[config.mk]
export PLATFORM = sky130hd
export DESIGN_NAME = port_standby_ctrl
export DESIGN_NICKNAME = d
export VERILOG_FILES = /design/src/shared/port_standby_pkg.sv /design/src/hw/pin_sync.sv /design/src/hw/port_standby_ctrl.sv
export SDC_FILE = /design/constraint.sdc
export NUM_CORES = 1
export LEC_CHECK = 0
export BUFFER_PORTS_ARGS = -buffer_cell sky130_fd_sc_hd__buf_4
export CAP_MARGIN = 10
export CORE_ASPECT_RATIO = 2
export CORE_MARGIN = 4
export CORE_UTILIZATION = 44
export CTS_CLUSTER_DIAMETER = 30
export DETAILED_ROUTE_END_ITERATION = 10
export PLACE_DENSITY = 0.74
export SLEW_MARGIN = 10
export SYNTH_ARGS = -nofsm -noshare
export SYNTH_HDL_FRONTEND = slang
export SYNTH_SLANG_ARGS = --single-unit
[constraint.sdc]
create_clock -name clk -period 1.4 [get_ports clk]
set_clock_uncertainty 0.1 [all_clocks]
set_input_delay 0.21 -clock clk [delete_from_list [all_inputs] [get_ports clk]]
set_output_delay 0.21 -clock clk [all_outputs]
set_load 0.01 [all_outputs]
[src/shared/port_standby_pkg.sv]
// constants and types for the nibble ports and the standby controller
// assumes the instruction sequencer decodes halt/stop and drives the data-memory strobes
//
// Contract
// - port direction is per nibble; input after reset; output sticks until reset or stop 0000B
// - writing 71H loads the open-drain latch and turns that port to output
// - open-drain latch bit of 1 floats the pin so it can be read
// - open-drain latch bit 3 is absent: writes dropped, reads give 0
// - writing 72H loads port C latch and turns port C to output
// - writing 73H loads port D latch and turns port D to output
// - port reads return synchronised pin levels, never the latch, latch untouched
// - halt freezes the program counter while the oscillator keeps running
// - halt ended by halt wake rising edge resumes at once, no settling
// - reset in halt or stop is an ordinary reset restarting at 0H
// - stop disables the oscillator; stop wake rising edge resumes after stop
// - halt select 0 always enters halt; only reset ends it
// - halt select 1 enters only if halt wake pin low; edge or reset ends
// - stop select 0 resets peripherals, enters stop; only reset ends it
// - stop select 1 enters only if stop wake pin low; edge or reset ends
// - halt or stop 0001B keeps counter, memory, status word, latches, directions
// - stop 0000B clears counter and status word; latches kept; all pins input
// - after stop release or reset release wait eight clocks before running
`default_nettype none

package port_standby_pkg;
   localparam int            ADDR_W        = 7;
   localparam logic [6:0]    ADDR_PORT_B   = 7'h71;
   localparam logic [6:0]    ADDR_PORT_C   = 7'h72;
   localparam logic [6:0]    ADDR_PORT_D   = 7'h73;
   localparam int            OD_BITS       = 3;
   localparam int            NIB_BITS      = 4;
   localparam int            HALT_WAKE_BIT = 0;
   localparam int            STOP_WAKE_BIT = 1;
   localparam int            SEL_BIT       = 0;
   localparam int            SETTLE_CYCLES = 8;
   localparam logic [3:0]    SETTLE_LAST   = 4'(SETTLE_CYCLES - 1);
   localparam logic          DIR_RESET     = 1'b0;

   typedef enum logic [1:0] {ST_SETTLE, ST_RUN, ST_HALT, ST_STOP} state_t;
endpackage

`default_nettype wire

[src/hw/pin_sync.sv]
// two-flop synchroniser with a third stage for rising-edge detection
// assumes inputs are asynchronous pins; clk is the free-running root clock
`default_nettype none

module pin_sync #(
   parameter int WIDTH = 11
) (
   input  wire logic             clk,
   input  wire logic             rst_n,
   input  wire logic [WIDTH-1:0] pin_in,
   output logic      [WIDTH-1:0] level,
   output logic      [WIDTH-1:0] rise
);
   logic [WIDTH-1:0] meta_q;
   logic [WIDTH-1:0] sync_q;
   logic [WIDTH-1:0] prev_q;

   initial begin
      if (WIDTH < 1) $error("pin_sync needs WIDTH >= 1");
   end

   // first stage is read only by the second
   // reset to the idle-high level of the wake pins, so no false rise follows reset
   always_ff @(posedge clk or negedge rst_n) begin
      if (!rst_n) begin
         meta_q <= '1;
         sync_q <= '1;
         prev_q <= '1;
      end else begin
         meta_q <= pin_in;
         sync_q <= meta_q;
         prev_q <= sync_q;
      end
   end

   assign level = sync_q;
   assign rise  = sync_q & ~prev_q;
endmodule

`default_nettype wire

[src/hw/port_standby_ctrl.sv]
// three nibble ports and the halt/stop standby controller
// assumes the sequencer gives one-cycle strobes and obeys hold_pc and run
`default_nettype none

module port_standby_ctrl (
   input  wire logic                 clk,
   input  wire logic                 rst_n,
   // data-memory access from the sequencer
   input  wire logic                 mem_wr,
   input  wire logic                 mem_rd,
   input  wire logic [6:0]           mem_addr,
   input  wire logic [3:0]           mem_wdata,
   output logic      [3:0]           mem_rdata,
   output logic                      mem_rd_valid,
   // standby instructions from the sequencer
   input  wire logic                 halt_req,
   input  wire logic                 stop_req,
   input  wire logic [3:0]           standby_operand,
   // core control
   output logic                      hold_pc,
   output logic                      run,
   output logic                      osc_enable,
   output logic                      pc_clear,
   output logic                      psw_clear,
   // open-drain port: bit0 halt_wake_pin, bit1 stop_wake_pin, bit2 open_drain_bit2
   input  wire logic [2:0]           port_b_in,
   output logic      [2:0]           port_b_out,
   output logic      [2:0]           port_b_oe,
   // push-pull ports
   input  wire logic [3:0]           push_pull_port_c_in,
   output logic      [3:0]           push_pull_port_c_out,
   output logic      [3:0]           push_pull_port_c_oe,
   input  wire logic [3:0]           push_pull_port_d_in,
   output logic      [3:0]           push_pull_port_d_out,
   output logic      [3:0]           push_pull_port_d_oe
);
   localparam int PIN_W = port_standby_pkg::OD_BITS + 2 * port_standby_pkg::NIB_BITS;

   port_standby_pkg::state_t state_q;
   port_standby_pkg::state_t state_d;

   logic [2:0]       open_drain_port_latch_q;
   logic [3:0]       push_pull_port_c_latch_q;
   logic [3:0]       push_pull_port_d_latch_q;
   logic             dir_b_q;
   logic             dir_c_q;
   logic             dir_d_q;
   logic             halt_sel_q;
   logic             stop_sel_q;
   logic [3:0]       settle_cnt_q;
   logic [3:0]       mem_rdata_q;
   logic             mem_rd_valid_q;
   logic             pc_clear_q;
   logic             psw_clear_q;
   logic [PIN_W-1:0] pins_raw;
   logic [PIN_W-1:0] pins_lvl;
   logic [PIN_W-1:0] pins_rise;
   logic [2:0]       pin_b_lvl;
   logic [3:0]       pin_c_lvl;
   logic [3:0]       pin_d_lvl;
   logic             halt_wake_lvl;
   logic             stop_wake_lvl;
   logic             halt_wake_rise;
   logic             stop_wake_rise;
   logic             in_run;
   logic             wr_b;
   logic             wr_c;
   logic             wr_d;
   logic             stop_clear;

   function automatic logic addr_hit(input logic [6:0] a, input logic [6:0] b);
      return a == b;
   endfunction

   ////////////////////////////////////////////////////////////////////////////////
   // pin sampling

   assign pins_raw = {push_pull_port_d_in, push_pull_port_c_in, port_b_in};

   pin_sync #(
      .WIDTH (PIN_W)
   ) u_pin_sync (
      .clk    (clk),
      .rst_n  (rst_n),
      .pin_in (pins_raw),
      .level  (pins_lvl),
      .rise   (pins_rise)
   );

   assign pin_b_lvl      = pins_lvl[2:0];
   assign pin_c_lvl      = pins_lvl[6:3];
   assign pin_d_lvl      = pins_lvl[10:7];
   assign halt_wake_lvl  = pins_lvl[port_standby_pkg::HALT_WAKE_BIT];
   assign stop_wake_lvl  = pins_lvl[port_standby_pkg::STOP_WAKE_BIT];
   assign halt_wake_rise = pins_rise[port_standby_pkg::HALT_WAKE_BIT];
   assign stop_wake_rise = pins_rise[port_standby_pkg::STOP_WAKE_BIT];

   ////////////////////////////////////////////////////////////////////////////////
   // standby sequencing

   assign in_run = (state_q == port_standby_pkg::ST_RUN);

   // only operand bit 0 is looked at; upper bits are the program's duty
   // halt wins over a simultaneous stop, so no clear then
   assign stop_clear = in_run && stop_req && !halt_req
                       && !standby_operand[port_standby_pkg::SEL_BIT];

   always_comb begin
      state_d = state_q;
      unique case (state_q)
         port_standby_pkg::ST_SETTLE: begin
            if (settle_cnt_q == port_standby_pkg::SETTLE_LAST) begin
               state_d = port_standby_pkg::ST_RUN;
            end
         end
         port_standby_pkg::ST_RUN: begin
            if (halt_req) begin
               if (!standby_operand[port_standby_pkg::SEL_BIT] || !halt_wake_lvl) begin
                  state_d = port_standby_pkg::ST_HALT;
               end
            end else if (stop_req) begin
               if (!standby_operand[port_standby_pkg::SEL_BIT] || !stop_wake_lvl) begin
                  state_d = port_standby_pkg::ST_STOP;
               end
            end
         end
         port_standby_pkg::ST_HALT: begin
            if (halt_sel_q && halt_wake_rise) begin
               state_d = port_standby_pkg::ST_RUN;
            end
         end
         port_standby_pkg::ST_STOP: begin
            if (stop_sel_q && stop_wake_rise) begin
               state_d = port_standby_pkg::ST_SETTLE;
            end
         end
      endcase
   end

   // reset from any mode lands in settle, then runs from 0H
   always_ff @(posedge clk or negedge rst_n) begin
      if (!rst_n) begin
         state_q <= port_standby_pkg::ST_SETTLE;
      end else begin
         state_q <= state_d;
      end
   end

   always_ff @(posedge clk or negedge rst_n) begin
      if (!rst_n) begin
         settle_cnt_q <= 4'h0;
      end else if (state_q == port_standby_pkg::ST_SETTLE) begin
         settle_cnt_q <= settle_cnt_q + 4'h1;
      end else begin
         settle_cnt_q <= 4'h0;
      end
   end

   always_ff @(posedge clk or negedge rst_n) begin
      if (!rst_n) begin
         halt_sel_q <= 1'b0;
         stop_sel_q <= 1'b0;
      end else if (in_run) begin
         halt_sel_q <= standby_operand[port_standby_pkg::SEL_BIT];
         stop_sel_q <= standby_operand[port_standby_pkg::SEL_BIT];
      end
   end

   always_ff @(posedge clk or negedge rst_n) begin
      if (!rst_n) begin
         pc_clear_q  <= 1'b0;
         psw_clear_q <= 1'b0;
      end else begin
         pc_clear_q  <= stop_clear;
         psw_clear_q <= stop_clear;
      end
   end

   // counter frozen in every non-run state; oscillator off only in stop
   assign hold_pc    = !in_run;
   assign run        = in_run;
   assign osc_enable = (state_q != port_standby_pkg::ST_STOP);
   assign pc_clear   = pc_clear_q;
   assign psw_clear  = psw_clear_q;

   ////////////////////////////////////////////////////////////////////////////////
   // port latches and directions

   assign wr_b = in_run && mem_wr && addr_hit(mem_addr, port_standby_pkg::ADDR_PORT_B);
   assign wr_c = in_run && mem_wr && addr_hit(mem_addr, port_standby_pkg::ADDR_PORT_C);
   assign wr_d = in_run && mem_wr && addr_hit(mem_addr, port_standby_pkg::ADDR_PORT_D);

   // latch data has no reset: its contents survive reset and stop
   always_ff @(posedge clk) begin
      if (wr_b) begin
         open_drain_port_latch_q <= mem_wdata[2:0];
      end
      if (wr_c) begin
         push_pull_port_c_latch_q <= mem_wdata;
      end
      if (wr_d) begin
         push_pull_port_d_latch_q <= mem_wdata;
      end
   end

   always_ff @(posedge clk or negedge rst_n) begin
      if (!rst_n) begin
         dir_b_q <= port_standby_pkg::DIR_RESET;
         dir_c_q <= port_standby_pkg::DIR_RESET;
         dir_d_q <= port_standby_pkg::DIR_RESET;
      end else if (stop_clear) begin
         dir_b_q <= port_standby_pkg::DIR_RESET;
         dir_c_q <= port_standby_pkg::DIR_RESET;
         dir_d_q <= port_standby_pkg::DIR_RESET;
      end else begin
         dir_b_q <= dir_b_q | wr_b;
         dir_c_q <= dir_c_q | wr_c;
         dir_d_q <= dir_d_q | wr_d;
      end
   end

   // open drain only ever pulls low; a latched 1 floats the pin
   assign port_b_out = 3'h0;
   assign port_b_oe  = dir_b_q ? ~open_drain_port_latch_q : 3'h0;

   // data gated by direction so unwritten latches never reach a pin
   assign push_pull_port_c_out = dir_c_q ? push_pull_port_c_latch_q : 4'h0;
   assign push_pull_port_c_oe  = {4{dir_c_q}};
   assign push_pull_port_d_out = dir_d_q ? push_pull_port_d_latch_q : 4'h0;
   assign push_pull_port_d_oe  = {4{dir_d_q}};

   ////////////////////////////////////////////////////////////////////////////////
   // read path: pins, not latches

   always_ff @(posedge clk or negedge rst_n) begin
      if (!rst_n) begin
         mem_rdata_q    <= 4'h0;
         mem_rd_valid_q <= 1'b0;
      end else begin
         mem_rd_valid_q <= mem_rd;
         if (!mem_rd) begin
            mem_rdata_q <= 4'h0;
         end else if (addr_hit(mem_addr, port_standby_pkg::ADDR_PORT_B)) begin
            mem_rdata_q <= {1'b0, pin_b_lvl};
         end else if (addr_hit(mem_addr, port_standby_pkg::ADDR_PORT_C)) begin
            mem_rdata_q <= pin_c_lvl;
         end else if (addr_hit(mem_addr, port_standby_pkg::ADDR_PORT_D)) begin
            mem_rdata_q <= pin_d_lvl;
         end else begin
            mem_rdata_q <= 4'h0;
         end
      end
   end

   assign mem_rdata    = mem_rdata_q;
   assign mem_rd_valid = mem_rd_valid_q;
endmodule

`default_nettype wire

==> qor.csv <==
metric,value,unit
hpwl,2990,um
grt_antenna_before_repair,0,
slew_violations,0,
grt_max_degree,41,
antenna_cells,0,
drtIter0Drc,7,
core,4300,sq um
layout_common_cells,"buf_4, dfstp_2, dlygate4sd3_1",
dp_cells,244,
failed_checks,negative setup slack,
crit_family,flip-flops,
routed-via-count,1321,
vias_per_cell,4.82,
cp.required,1090,ps
num_rows,34,
grtUsageTotal,15.4,%
die_area,5610,sq um
synthMuxAreaShare,2.83,%
finalHoldViolCount,0,
die_h,102,um
synth_top_family_by_area,simple AND/OR/NAND/NOR gates,
endpoint_kind,primary output,
drive_gt1_share,57.7,%
postLayoutCellArea,2840,sq um
syn-cell-area,1940,sq um
yosysTopAreaCell,dfstp_2,
clkTransAtPathRegs,90,ps
run_status,finished with violations,
clk-insertion-delay-late,300,ps
total_power,4.06,mW
synth_cell_types,36,
die_w,55.0,um
critPathSlowestCell,dfrtp_1,
arrival,1260,ps
worstHoldStart,mem_wdata[0],
synth_xor_area_share,0.901,%
setup_viol,19,
yosys_warnings,0,
cts_made_buffers,5,
place_area,2440,sq um
io_pins,64,
critical_path.startpoint,state_q[1],
start_util,45.3,%
wl,4140,um
ys_seq_area_share,70.0,%
leakage,1.30,nW
syn_to_final_growth,46.2,%
nets,252,
cts_max_path_buffers,2,
cpMostUsedCell,buf_6,
synth_top_area_share,32.4,%
io_buffer_count,57,
crit_chain,nor2b_4 > inv_4 > buf_6 > buf_6 > buf_6,
regArea,1360,sq um
grt_overflow,0,
critPathMaxFanout,3,
rsz0062_at_grt,yes,
p_per_area,1430,nW/um^2
drcViolationCount,0,
cts_root_buf,clkbuf_8,
final_common_cell,buf_4,
routedWlPerCell,15.1,um
htreeDepth,2,
grt_pass1_vias,1391,
layout.cells.non_filler,274,
path_buf_inv,4,
holdCritPathClass,input port to register,
peakVddDrop,1.16,mV
critical-path-max-stage-delay,420,ps
synth_seq_cells,51,
fin_crit_sh,112,%
drt-pass1-iter-count,4,
finalSetupTns,-1750,ps
maxCapViolations,0,
syn_avg_cell_area,14.7,sq um
synth_adder_area_share,0.644,%
multiInputGateArea,507,sq um
crit_type,register to primary output,
cts.sinks,51,
r2r_start,state_q[1],
cts_tree,built,
final_core_util,66.2,%
place.gp.congestion,0.768,
timing.final.ws_setup,-175,ps
start_kind,register,
grt_pass1_wl,6080,um
synth-simple-area-share,14.7,%
detail-route-antenna-nets,0,
finalCriticalPeriod,1570,ps
fillers,304,
synth_compound_gate_area_share,4.18,%
synthTopCellsByArea,"dfstp_2, dfrtp_1, edfxtp_1",
netlist_instances,132,
fmax,0.635,GHz
==> through the flow <==
step | hold slack, ps | setup WS [ps]
after floorplan | -186 | -193
after global placement | 85.9 | -137
after detailed placement | 104 | -186
after CTS | 6.18 | -185
after global routing | 0.0668 | -254
final | 18.1 | -175
==> kinds of logic (layout without fill, tap and decap cells) <==
group,Yosys count,after routing
other,1,3
buffers and inverters,17,103
adder cells (fa/ha/maj),1,1
multiplexers,5,5
XOR/XNOR,2,2
flip-flops,51,51
AO/OA/AOI/OAI,12,12
AND/OR/NAND/NOR,43,43
==> layout make-up <==
type / instances / area share (%)
Inverter: 2 / 0.352
Clock buffer: 6 / 3.30
Tap cell: 54 / 2.38
Clock inverter: 2 / 1.28
Timing Repair Buffer: 93 / 26.9
Sequential cell: 51 / 48.0
Multi-Input combinational cell: 66 / 17.8
==> state kept, by name, indices dropped and copies added, names as in the netlist, 2 cells and up <==
register                  count
open_drain_port_latch_q       3
u_pin_sync.level             11
state_q                       2
mem_rdata                     4
u_pin_sync.meta_q            11
push_pull_port_c_latch_q      4
settle_cnt_q                  4
u_pin_sync.prev_q             2
push_pull_port_d_latch_q      4
==> final timing paths <==
kind	endpoint	slack, ps	cells past startpoint
worst max-delay path	hold_pc	-170	5
worst min-delay path	push_pull_port_c_latch_q[0]	20	1
worst max register to register	push_pull_port_c_latch_q[0]	-140	4
worst min register to register	u_pin_sync.level[0]	260	0
max in group asynchronous	u_pin_sync.prev_q[0]	540	2
min in group asynchronous	dir_b_q	310	2
==> Yosys cell counts (all sizes together) <==
| library cell | instances |
|---|---|
| dfstp | 24 |
| dfrtp | 16 |
| buf | 14 |
| edfxtp | 11 |
| and2 | 10 |
| nand2 | 7 |
| nor2 | 7 |
| nor2b | 5 |
| mux2 | 4 |
| a22oi | 3 |
| nand3 | 3 |
| nor3 | 3 |
| o21ai | 3 |
| a211oi | 2 |
| inv | 2 |
| nand4b | 2 |
| a21oi | 1 |
| a31oi | 1 |
| and3 | 1 |
| and3b | 1 |
| clkbuf | 1 |
| conb | 1 |
| ha | 1 |
| mux2i | 1 |
| nand4bb | 1 |
| nor3b | 1 |
| nor4 | 1 |
| nor4b | 1 |
| o211ai | 1 |
| o21ba | 1 |
| xnor2 | 1 |
| xor2 | 1 |
==> power breakdown <==
part | switching [mW] | internal (mW)
sequential | 0.0761 | 1.66
clock | 0.455 | 0.642
combinational | 0.535 | 0.697
==> metal layers <==
metal	vias to the layer above	track usage [%]	wire (um)
li1	608	-	-
met1	639	13.5	1240
met2	61	29.8	2480
met3	13	3.65	302
met4	0	7.30	116
met5	-	0	0
==> what timing repair did <==
item,CTS,global route
hold buffers,14,2
endpoints found under the hold margin,30,3
pin swaps,4,1
resized for setup,17,6
endpoints found under the setup margin,19,24
buffers inserted,5,2
No activity file was read; power rests on OpenSTA's default activity.
